[config.mk]
export PLATFORM = sky130hd
export DESIGN_NAME = psc_regs
export DESIGN_NICKNAME = d
export VERILOG_FILES = /design/src/core/psc_pkg.sv /design/src/core/psc_regs.sv
export SDC_FILE = /design/constraint.sdc
export NUM_CORES = 1
export LEC_CHECK = 0
export BUFFER_PORTS_ARGS = -buffer_cell sky130_fd_sc_hd__buf_2
export CAP_MARGIN = 10
export CORE_ASPECT_RATIO = 1.5
export CORE_MARGIN = 3
export CORE_UTILIZATION = 51
export CTS_CLUSTER_DIAMETER = 60
export DETAILED_ROUTE_END_ITERATION = 10
export PLACE_DENSITY = 0.84
export SLEW_MARGIN = 15
export SYNTH_ARGS = -nofsm -noshare
export SYNTH_HDL_FRONTEND = slang
export SYNTH_SLANG_ARGS = --single-unit
[constraint.sdc]
create_clock -name clk -period 2.95 [get_ports clk]
set_input_delay 0.4425 -clock clk [delete_from_list [all_inputs] [get_ports clk]]
set_output_delay 0.4425 -clock clk [all_outputs]
set_load 0.02 [all_outputs]
[src/core/psc_pkg.sv]
// constants and types for the phy system control register bank
package psc_pkg;
    // management addressing
    localparam logic [4:0] PSC_DEVAD = 5'h1e;
    localparam logic [4:0] PSC_GROUP_PRTAD = 5'h1f;
    // register offsets inside the vendor device
    localparam logic [15:0] PSC_OFS_PHY_RST = 16'h8814;
    localparam logic [15:0] PSC_OFS_MAC_RST = 16'h8815;
    localparam logic [15:0] PSC_OFS_STAT = 16'h8818;
    localparam logic [15:0] PSC_OFS_PMG = 16'h8819;
    localparam logic [15:0] PSC_OFS_DIAG = 16'h882c;
    localparam logic [15:0] PSC_OFS_PKG = 16'h8c22;
    localparam logic [15:0] PSC_OFS_MDIO = 16'h8c30;
    localparam logic [15:0] PSC_OFS_PINMUX = 16'h8c56;
    // reset values
    localparam logic [15:0] PSC_RST_ADDR = 16'h0000;
    localparam logic [15:0] PSC_RST_DIAG_RSVD = 16'h0002;
    localparam logic [7:0] PSC_RST_PINMUX = 8'hfe;
    // field positions and widths
    localparam int PSC_POS_CTRL = 0;
    localparam int PSC_POS_SYS_RDY = 0;
    localparam int PSC_POS_PD_RDY = 1;
    localparam int PSC_POS_POL = 0;
    localparam int PSC_POS_LED1 = 1;
    localparam int PSC_POS_CAPT = 4;
    localparam int PSC_POS_TIMER = 6;
    localparam int PSC_PKG_W = 6;
    // timestamp timer routing codes
    localparam logic [1:0] PSC_TM_RXD1 = 2'h0;
    localparam logic [1:0] PSC_TM_LED0 = 2'h1;
    localparam logic [1:0] PSC_TM_INT = 2'h2;
    localparam logic [1:0] PSC_TM_NONE = 2'h3;
    // timestamp capture source codes
    localparam logic [1:0] PSC_CP_TXD1 = 2'h0;
    localparam logic [1:0] PSC_CP_LED1 = 2'h1;
    localparam logic [1:0] PSC_CP_MDIO = 2'h2;
    // second led pin function codes
    localparam logic [2:0] PSC_L1_LED = 3'h0;
    localparam logic [2:0] PSC_L1_TXER = 3'h1;
    localparam logic [2:0] PSC_L1_TXEN = 3'h2;
    localparam logic [2:0] PSC_L1_TXCLK = 3'h3;
    localparam logic [2:0] PSC_L1_TXD0 = 3'h4;
    localparam logic [2:0] PSC_L1_TXD2 = 3'h5;
    localparam logic [2:0] PSC_L1_LINK = 3'h6;
    localparam logic [2:0] PSC_L1_OFF = 3'h7;

    typedef enum logic [1:0] {PSC_OP_ADDR, PSC_OP_WRITE, PSC_OP_READ, PSC_OP_READ_INC} psc_op_e;

    typedef struct packed {
        psc_op_e op;
        logic [4:0] prtad;
        logic [4:0] devad;
        logic [15:0] data;
    } psc_req_s;

    typedef struct packed {
        logic valid;
        logic [15:0] data;
    } psc_rsp_s;
endpackage : psc_pkg

[src/core/psc_regs.sv]
// phy system control register bank with pin multiplexer
// What this block does
// Writing one to phy reset bit starts subsystem reset; clears when done.
// Writing one to interface reset bit starts interface reset; clears when done.
// Status bit 1 reads one while in software power-down.
// Status bit 0 reads one once start-up completes.
// Boot oscillator force bit forces clock on; resets to zero.
// Diagnostics clock enable bit enables that clock; resets to zero.
// Package register low six bits report the package type.
// Group mode accepts writes and address operations sent to port 31.
// Host sets group mode only during multiport init, clears it right after.
// Timer mux routes timestamp timer to rxd1, first led, interrupt or nowhere.
// Capture mux takes capture input from txd1, second led, mdio or nothing.
// Second led pin mux selects one of eight functions, last disables it.
// Link status polarity zero drives active high, one active low.
// All registers answer on vendor device 0x1E, also during power-down.
// Reserved bits read reset values; reset bits read one while active.
`timescale 1ns/100ps
`default_nettype none

module psc_regs
    import psc_pkg::*;
(
    // clock and reset
    input wire logic clk,
    input wire logic rst,
    // management access
    input wire logic req_valid,
    input wire psc_req_s req,
    input wire logic [4:0] my_prtad,
    output var psc_rsp_s rsp,
    // system state
    input wire logic sys_ready_in,
    input wire logic power_down_in,
    input wire logic phy_rst_done,
    input wire logic mac_rst_done,
    input wire logic [PSC_PKG_W-1:0] pkg_type,
    // control outputs
    output logic phy_rst_req,
    output logic mac_rst_req,
    output logic boot_osc_force,
    output logic diag_clk_on,
    output logic group_addr_mode,
    // pin functions inside the device
    input wire logic timestamp_timer_out_src,
    input wire logic rxd1_func,
    input wire logic led0_func,
    input wire logic int_func,
    input wire logic led1_func,
    input wire logic tx_er,
    input wire logic tx_en,
    input wire logic tx_clk,
    input wire logic txd0,
    input wire logic txd2,
    input wire logic link_up,
    // output pins
    output logic rxd1_o,
    output logic first_led_pin,
    output logic int_o,
    output logic second_led_pin,
    output logic second_led_oe_n,
    output logic link_status_out,
    // capture pins
    input wire logic txd1_pin,
    input wire logic second_led_in,
    input wire logic mdio_in,
    output logic timestamp_capture_in,
    output logic capture_assigned
);

    // self-clearing reset bit: a new request wins over completion
    function automatic logic sc_next(input logic cur, input logic set, input logic done);
        sc_next = set | (cur & ~done);
    endfunction : sc_next

    logic [15:0] addr_reg;
    logic [15:0] addr_next;
    logic phy_rst_reg;
    logic mac_rst_reg;
    logic osc_reg;
    logic diag_reg;
    logic grp_reg;
    logic [7:0] pinmux_reg;
    psc_rsp_s rsp_reg;
    psc_rsp_s rsp_next;
    logic [2:0] cap_meta_reg;
    logic [2:0] cap_sync_reg;
    logic rxd1_reg;
    logic led0_reg;
    logic int_reg;
    logic led1_reg;
    logic led1_oe_n_reg;
    logic link_reg;
    logic capt_reg;
    logic capt_on_reg;

    // access decode
    wire dev_ok = (req.devad == PSC_DEVAD);
    wire own_port = (req.prtad == my_prtad);
    wire grp_port = grp_reg && (req.prtad == PSC_GROUP_PRTAD);
    wire wr_port_ok = own_port || grp_port;
    wire is_wr = (req.op == PSC_OP_WRITE);
    wire is_adr = (req.op == PSC_OP_ADDR);
    wire is_rd = (req.op == PSC_OP_READ) || (req.op == PSC_OP_READ_INC);
    wire wr_hit = req_valid && dev_ok && wr_port_ok && is_wr;
    wire adr_hit = req_valid && dev_ok && wr_port_ok && is_adr;
    wire rd_hit = req_valid && dev_ok && own_port && is_rd;
    wire inc_hit = rd_hit && (req.op == PSC_OP_READ_INC);
    wire wbit = req.data[PSC_POS_CTRL];

    wire wr_phy = wr_hit && (addr_reg == PSC_OFS_PHY_RST);
    wire wr_mac = wr_hit && (addr_reg == PSC_OFS_MAC_RST);
    wire wr_pmg = wr_hit && (addr_reg == PSC_OFS_PMG);
    wire wr_diag = wr_hit && (addr_reg == PSC_OFS_DIAG);
    wire wr_mdio = wr_hit && (addr_reg == PSC_OFS_MDIO);
    wire wr_pin = wr_hit && (addr_reg == PSC_OFS_PINMUX);
    wire phy_set = wr_phy && wbit;
    wire mac_set = wr_mac && wbit;

    // mux fields
    wire pol = pinmux_reg[PSC_POS_POL];
    wire [2:0] led1_sel = pinmux_reg[PSC_POS_LED1 +: 3];
    wire [1:0] capt_sel = pinmux_reg[PSC_POS_CAPT +: 2];
    wire [1:0] tm_sel = pinmux_reg[PSC_POS_TIMER +: 2];
    wire link_lvl = link_up ^ pol;

    // address register, post-read increment
    always_comb begin
        addr_next = addr_reg;
        if (adr_hit) begin
            addr_next = req.data;
        end else if (inc_hit) begin
            addr_next = addr_reg + 16'h0001;
        end
    end

    // read data selection
    always_comb begin
        rsp_next.valid = rd_hit;
        rsp_next.data = 16'h0000;
        if (!rd_hit) begin
            rsp_next.data = 16'h0000;
        end else if (addr_reg == PSC_OFS_PHY_RST) begin
            rsp_next.data = {15'h0000, phy_rst_reg};
        end else if (addr_reg == PSC_OFS_MAC_RST) begin
            rsp_next.data = {15'h0000, mac_rst_reg};
        end else if (addr_reg == PSC_OFS_STAT) begin
            rsp_next.data = {14'h0000, power_down_in, sys_ready_in};
        end else if (addr_reg == PSC_OFS_PMG) begin
            rsp_next.data = {15'h0000, osc_reg};
        end else if (addr_reg == PSC_OFS_DIAG) begin
            rsp_next.data = PSC_RST_DIAG_RSVD | {15'h0000, diag_reg};
        end else if (addr_reg == PSC_OFS_PKG) begin
            rsp_next.data = {10'h000, pkg_type};
        end else if (addr_reg == PSC_OFS_MDIO) begin
            rsp_next.data = {15'h0000, grp_reg};
        end else if (addr_reg == PSC_OFS_PINMUX) begin
            rsp_next.data = {8'h00, pinmux_reg};
        end
    end

    // register updates
    always_ff @(posedge clk) begin
        if (rst) begin
            addr_reg <= PSC_RST_ADDR;
            phy_rst_reg <= 1'b0;
            mac_rst_reg <= 1'b0;
            osc_reg <= 1'b0;
            diag_reg <= 1'b0;
            grp_reg <= 1'b0;
            pinmux_reg <= PSC_RST_PINMUX;
            rsp_reg <= '0;
        end else begin
            addr_reg <= addr_next;
            phy_rst_reg <= sc_next(phy_rst_reg, phy_set, phy_rst_done);
            mac_rst_reg <= sc_next(mac_rst_reg, mac_set, mac_rst_done);
            osc_reg <= wr_pmg ? wbit : osc_reg;
            diag_reg <= wr_diag ? wbit : diag_reg;
            grp_reg <= wr_mdio ? wbit : grp_reg;
            pinmux_reg <= wr_pin ? req.data[7:0] : pinmux_reg;
            rsp_reg <= rsp_next;
        end
    end

    // capture pins cross in through two flip-flops
    always_ff @(posedge clk) begin
        if (rst) begin
            cap_meta_reg <= 3'h0;
            cap_sync_reg <= 3'h0;
        end else begin
            cap_meta_reg <= {mdio_in, second_led_in, txd1_pin};
            cap_sync_reg <= cap_meta_reg;
        end
    end

    // second led pin source
    logic led1_next;
    always_comb begin
        case (led1_sel)
            PSC_L1_LED: led1_next = led1_func;
            PSC_L1_TXER: led1_next = tx_er;
            PSC_L1_TXEN: led1_next = tx_en;
            PSC_L1_TXCLK: led1_next = tx_clk;
            PSC_L1_TXD0: led1_next = txd0;
            PSC_L1_TXD2: led1_next = txd2;
            PSC_L1_LINK: led1_next = link_lvl;
            default: led1_next = 1'b0;
        endcase
    end

    // capture source
    logic capt_next;
    always_comb begin
        case (capt_sel)
            PSC_CP_TXD1: capt_next = cap_sync_reg[0];
            PSC_CP_LED1: capt_next = cap_sync_reg[1];
            PSC_CP_MDIO: capt_next = cap_sync_reg[2];
            default: capt_next = 1'b0;
        endcase
    end

    // led pin is released when disabled or used as capture input
    wire led1_off = (led1_sel == PSC_L1_OFF) || (capt_sel == PSC_CP_LED1);

    // pin outputs
    always_ff @(posedge clk) begin
        if (rst) begin
            rxd1_reg <= 1'b0;
            led0_reg <= 1'b0;
            int_reg <= 1'b0;
            led1_reg <= 1'b0;
            led1_oe_n_reg <= 1'b1;
            link_reg <= 1'b0;
            capt_reg <= 1'b0;
            capt_on_reg <= 1'b0;
        end else begin
            rxd1_reg <= (tm_sel == PSC_TM_RXD1) ? timestamp_timer_out_src : rxd1_func;
            led0_reg <= (tm_sel == PSC_TM_LED0) ? timestamp_timer_out_src : led0_func;
            int_reg <= (tm_sel == PSC_TM_INT) ? timestamp_timer_out_src : int_func;
            led1_reg <= led1_next;
            led1_oe_n_reg <= led1_off;
            link_reg <= link_lvl;
            capt_reg <= capt_next;
            capt_on_reg <= (capt_sel != PSC_TM_NONE);
        end
    end

    assign rsp = rsp_reg;
    assign phy_rst_req = phy_rst_reg;
    assign mac_rst_req = mac_rst_reg;
    assign boot_osc_force = osc_reg;
    assign diag_clk_on = diag_reg;
    assign group_addr_mode = grp_reg;
    assign rxd1_o = rxd1_reg;
    assign first_led_pin = led0_reg;
    assign int_o = int_reg;
    assign second_led_pin = led1_reg;
    assign second_led_oe_n = led1_oe_n_reg;
    assign link_status_out = link_reg;
    assign timestamp_capture_in = capt_reg;
    assign capture_assigned = capt_on_reg;
endmodule : psc_regs

`default_nettype wire

==> flow_metrics.tcl <==
set metrics [dict create \
    status "completed" \
    synth_warnings 0 \
    start_util_pct 54.06 \
    synth_seq_cells 52 \
    port_buffers 81 \
    syn_area_per_cell_um2 8.290 \
    max_freq_ghz 0.4161 \
    grt_start_max_net_pins 44 \
    worstPathCellList "inv_1 -> ha_1 -> or3b_2 -> or4_4 -> nor4_2 -> mux2i_1 -> nor2_1" \
    maxCapViolations 0 \
    cp_slowest_cell "or4_4" \
    grt_antenna_before_repair 0 \
    max_stage_delay_ns 0.57 \
    worst_pin_slew_ns 0.6957 \
    critPathArrivalTime_ns 2.60 \
    grt_pass1_wl_um 11940 \
    synth_mux_area_share_pct 2.118 \
    rows 32 \
    synth_cell_types 60 \
    dp_cells 477 \
    drt-total-wl_um 7352 \
    h-tree-depth 2 \
    synth_xor_area_share_pct 2.471 \
    clkTransAtPathRegs_ns 0.10 \
    first_pass_iters 5 \
    cts_resized 0 \
    synth_edf_count 0 \
    min_period_over_period_pct 81.46 \
    clk_latency_ns 0.31 \
    endpoint_kind "register" \
    gp_congestion 0.8917 \
    grt_pass1_vias 2581 \
    synth_compound_area_share_pct 19.90 \
    largest_reg_flops 16 \
    viasPerCell 5.761 \
    total_power_mw 1.225 \
    synth_flop_cell "dfxtp_1" \
    yosys-top-cells-count "dfxtp_1, a21oi_1, nor2_1, inv_1" \
    die_h_um 97.32 \
    postCtsSetupRepairBufs 0 \
    hold_path_class "input port to register" \
    num_vias 2794 \
    ctsHoldBuffers 0 \
    final.setup.worst_slack_ns 0.5469 \
    synth_fa_ha_area_share_pct 1.765 \
    cts_tree "done" \
    path_class "register to register" \
    yosysMostFrequentCell "dfxtp_1" \
    ys_seq_area_share_pct 36.72 \
    diodes 0 \
    clock_skew_ns 0.01131 \
    overflow 0 \
    pin_count 90 \
    cts_sinks 52 \
    slew_headroom_pct 52.99 \
    dieArea_um2 6508 \
    syn2layout_area_growth_pct 17.08 \
    yosys-top-cells-area "dfxtp_1, a21oi_1, nor2_1" \
    ant_nets 0 \
    rsz0062_at_grt "false" \
    syn_area_um2 2835 \
    coreArea_um2 5245 \
    required_ns 3.14 \
    pre_cts_slack_ns 0.4885 \
    synth.top_cell.area_share_pct 36.72 \
    die_x_um 66.88 \
    hold_viol 0 \
    dpl.hpwl_um 5551 \
    powerDensity_nw_per_um2 369.0 \
    synthSimpleGateAreaFrac_pct 28.86 \
    drive_gt1_share_pct 25.90 \
    irDropWorstVdd_mv 0.1867 \
    synthArstFlopShare_pct 0 \
    drtIter0Drc 136 \
    clockBufferDepth 2 \
    cts_root_buf "clkbuf_8" \
    maxSlewViolCount 0 \
    avgRoutedWirePerCell_um 15.16 \
    setup_viol 0 \
    finalNetCount 480 \
    min_period_ns 2.403 \
    power.leakage_nw 1.378 \
    synth_top_family_by_area "simple AND/OR/NAND/NOR gates" \
    drc 0 \
    cts_made_buffers 5 \
    synth_largest_area_cell "dfxtp_1" \
    worst_setup_path_start_kind "register" \
    finalNonFillerCells 485 \
    syn_inst 342 \
    final.setup.tns_ns 0 \
    crit_fanout 6 \
    grt_usage_pct 23.19 \
]
critical path, delay by kind of cell, from the launching register on:
family                   cells  cell delay (ns)
buffers and inverters        1             0.12
flip-flops                   1             0.37
adder cells (fa/ha/maj)      1             0.21
AND/OR/NAND/NOR              4             1.39
multiplexers                 1             0.22
cell families (layout without fill, tap and decap cells):
kind of cell / after synthesis / count (layout)
AND/OR/NAND/NOR: 140 / 140
AO/OA/AOI/OAI: 87 / 87
flip-flops: 52 / 52
buffers and inverters: 44 / 112
XOR/XNOR: 8 / 8
multiplexers: 6 / 6
adder cells (fa/ha/maj): 4 / 4
other: 1 / 8
final timing paths:
path / from / endpoint / slack [ns] / depth (start not counted)
min: txd1_pin / cap_meta_reg[0]$_SDFF_PP0_ / 0.34 / 2
max: addr_reg[0]$_SDFFE_PP0P_ / diag_clk_on$_SDFFE_PP0P_ / 0.55 / 7
max reg2reg: addr_reg[0]$_SDFFE_PP0P_ / diag_clk_on$_SDFFE_PP0P_ / 0.55 / 7
min reg2reg: cap_meta_reg[0]$_SDFF_PP0_ / cap_sync_reg[0]$_SDFF_PP0_ / 0.44 / 1
final cells by class:
class,count,area [um2]
Clock buffer,5,68.82
Multi-Input combinational cell,253,1593
Fill cell,489,1926
Inverter,18,67.56
Timing Repair Buffer,86,442.9
Sequential cell,52,1041
Clock inverter,3,21.27
Tap cell,68,85.08
metal layers:
layer | GRT usage, % | vias up | part of all wire [%]
met5 | 0 | - | 0
met4 | 8.594 | 0 | 3.1
met3 | 4.630 | 18 | 6.1
met2 | 41.51 | 95 | 53
met1 | 26.11 | 1302 | 38
li1 | - | 1379 | -
cell usage in the layout (no fill, tap or decap), drive strengths merged, types with 3 or more instances in the layout:
cell type / count
nand2b: 6
or3b: 3
nor2b: 8
and4: 6
ha: 4
and4b: 3
nand4: 7
nor4: 8
a31oi: 4
xnor2: 7
nand3: 16
conb: 8
mux2i: 6
clkbuf: 5
a21oi: 33
buf: 86
dfxtp: 52
nor3: 12
nor2: 32
nand2: 12
and2: 7
a22oi: 6
a211o: 7
or4: 3
o21ai: 15
nor3b: 3
inv: 19
and3: 6
o31ai: 3
power by group:
group          switching (mW)  total, mW  internal, mW  leakage (nW)
sequential            0.00144      0.710         0.708         0.421
combinational          0.0565      0.101        0.0442         0.912
clock                   0.246      0.414         0.169        0.0445
through the flow:
step / util (%) / hold WS, ns / cell area, um2
floorplan: - / 0.4138 / 2861
global placement: 61.57 / 0.4175 / 3229
detailed placement: 61.57 / 0.4248 / 3229
CTS: 63.29 / 0.3357 / 3319
global route: 63.29 / 0.3557 / 3319
finish: 63.29 / 0.3420 / 3319
(Power assumes the default switching activity.)
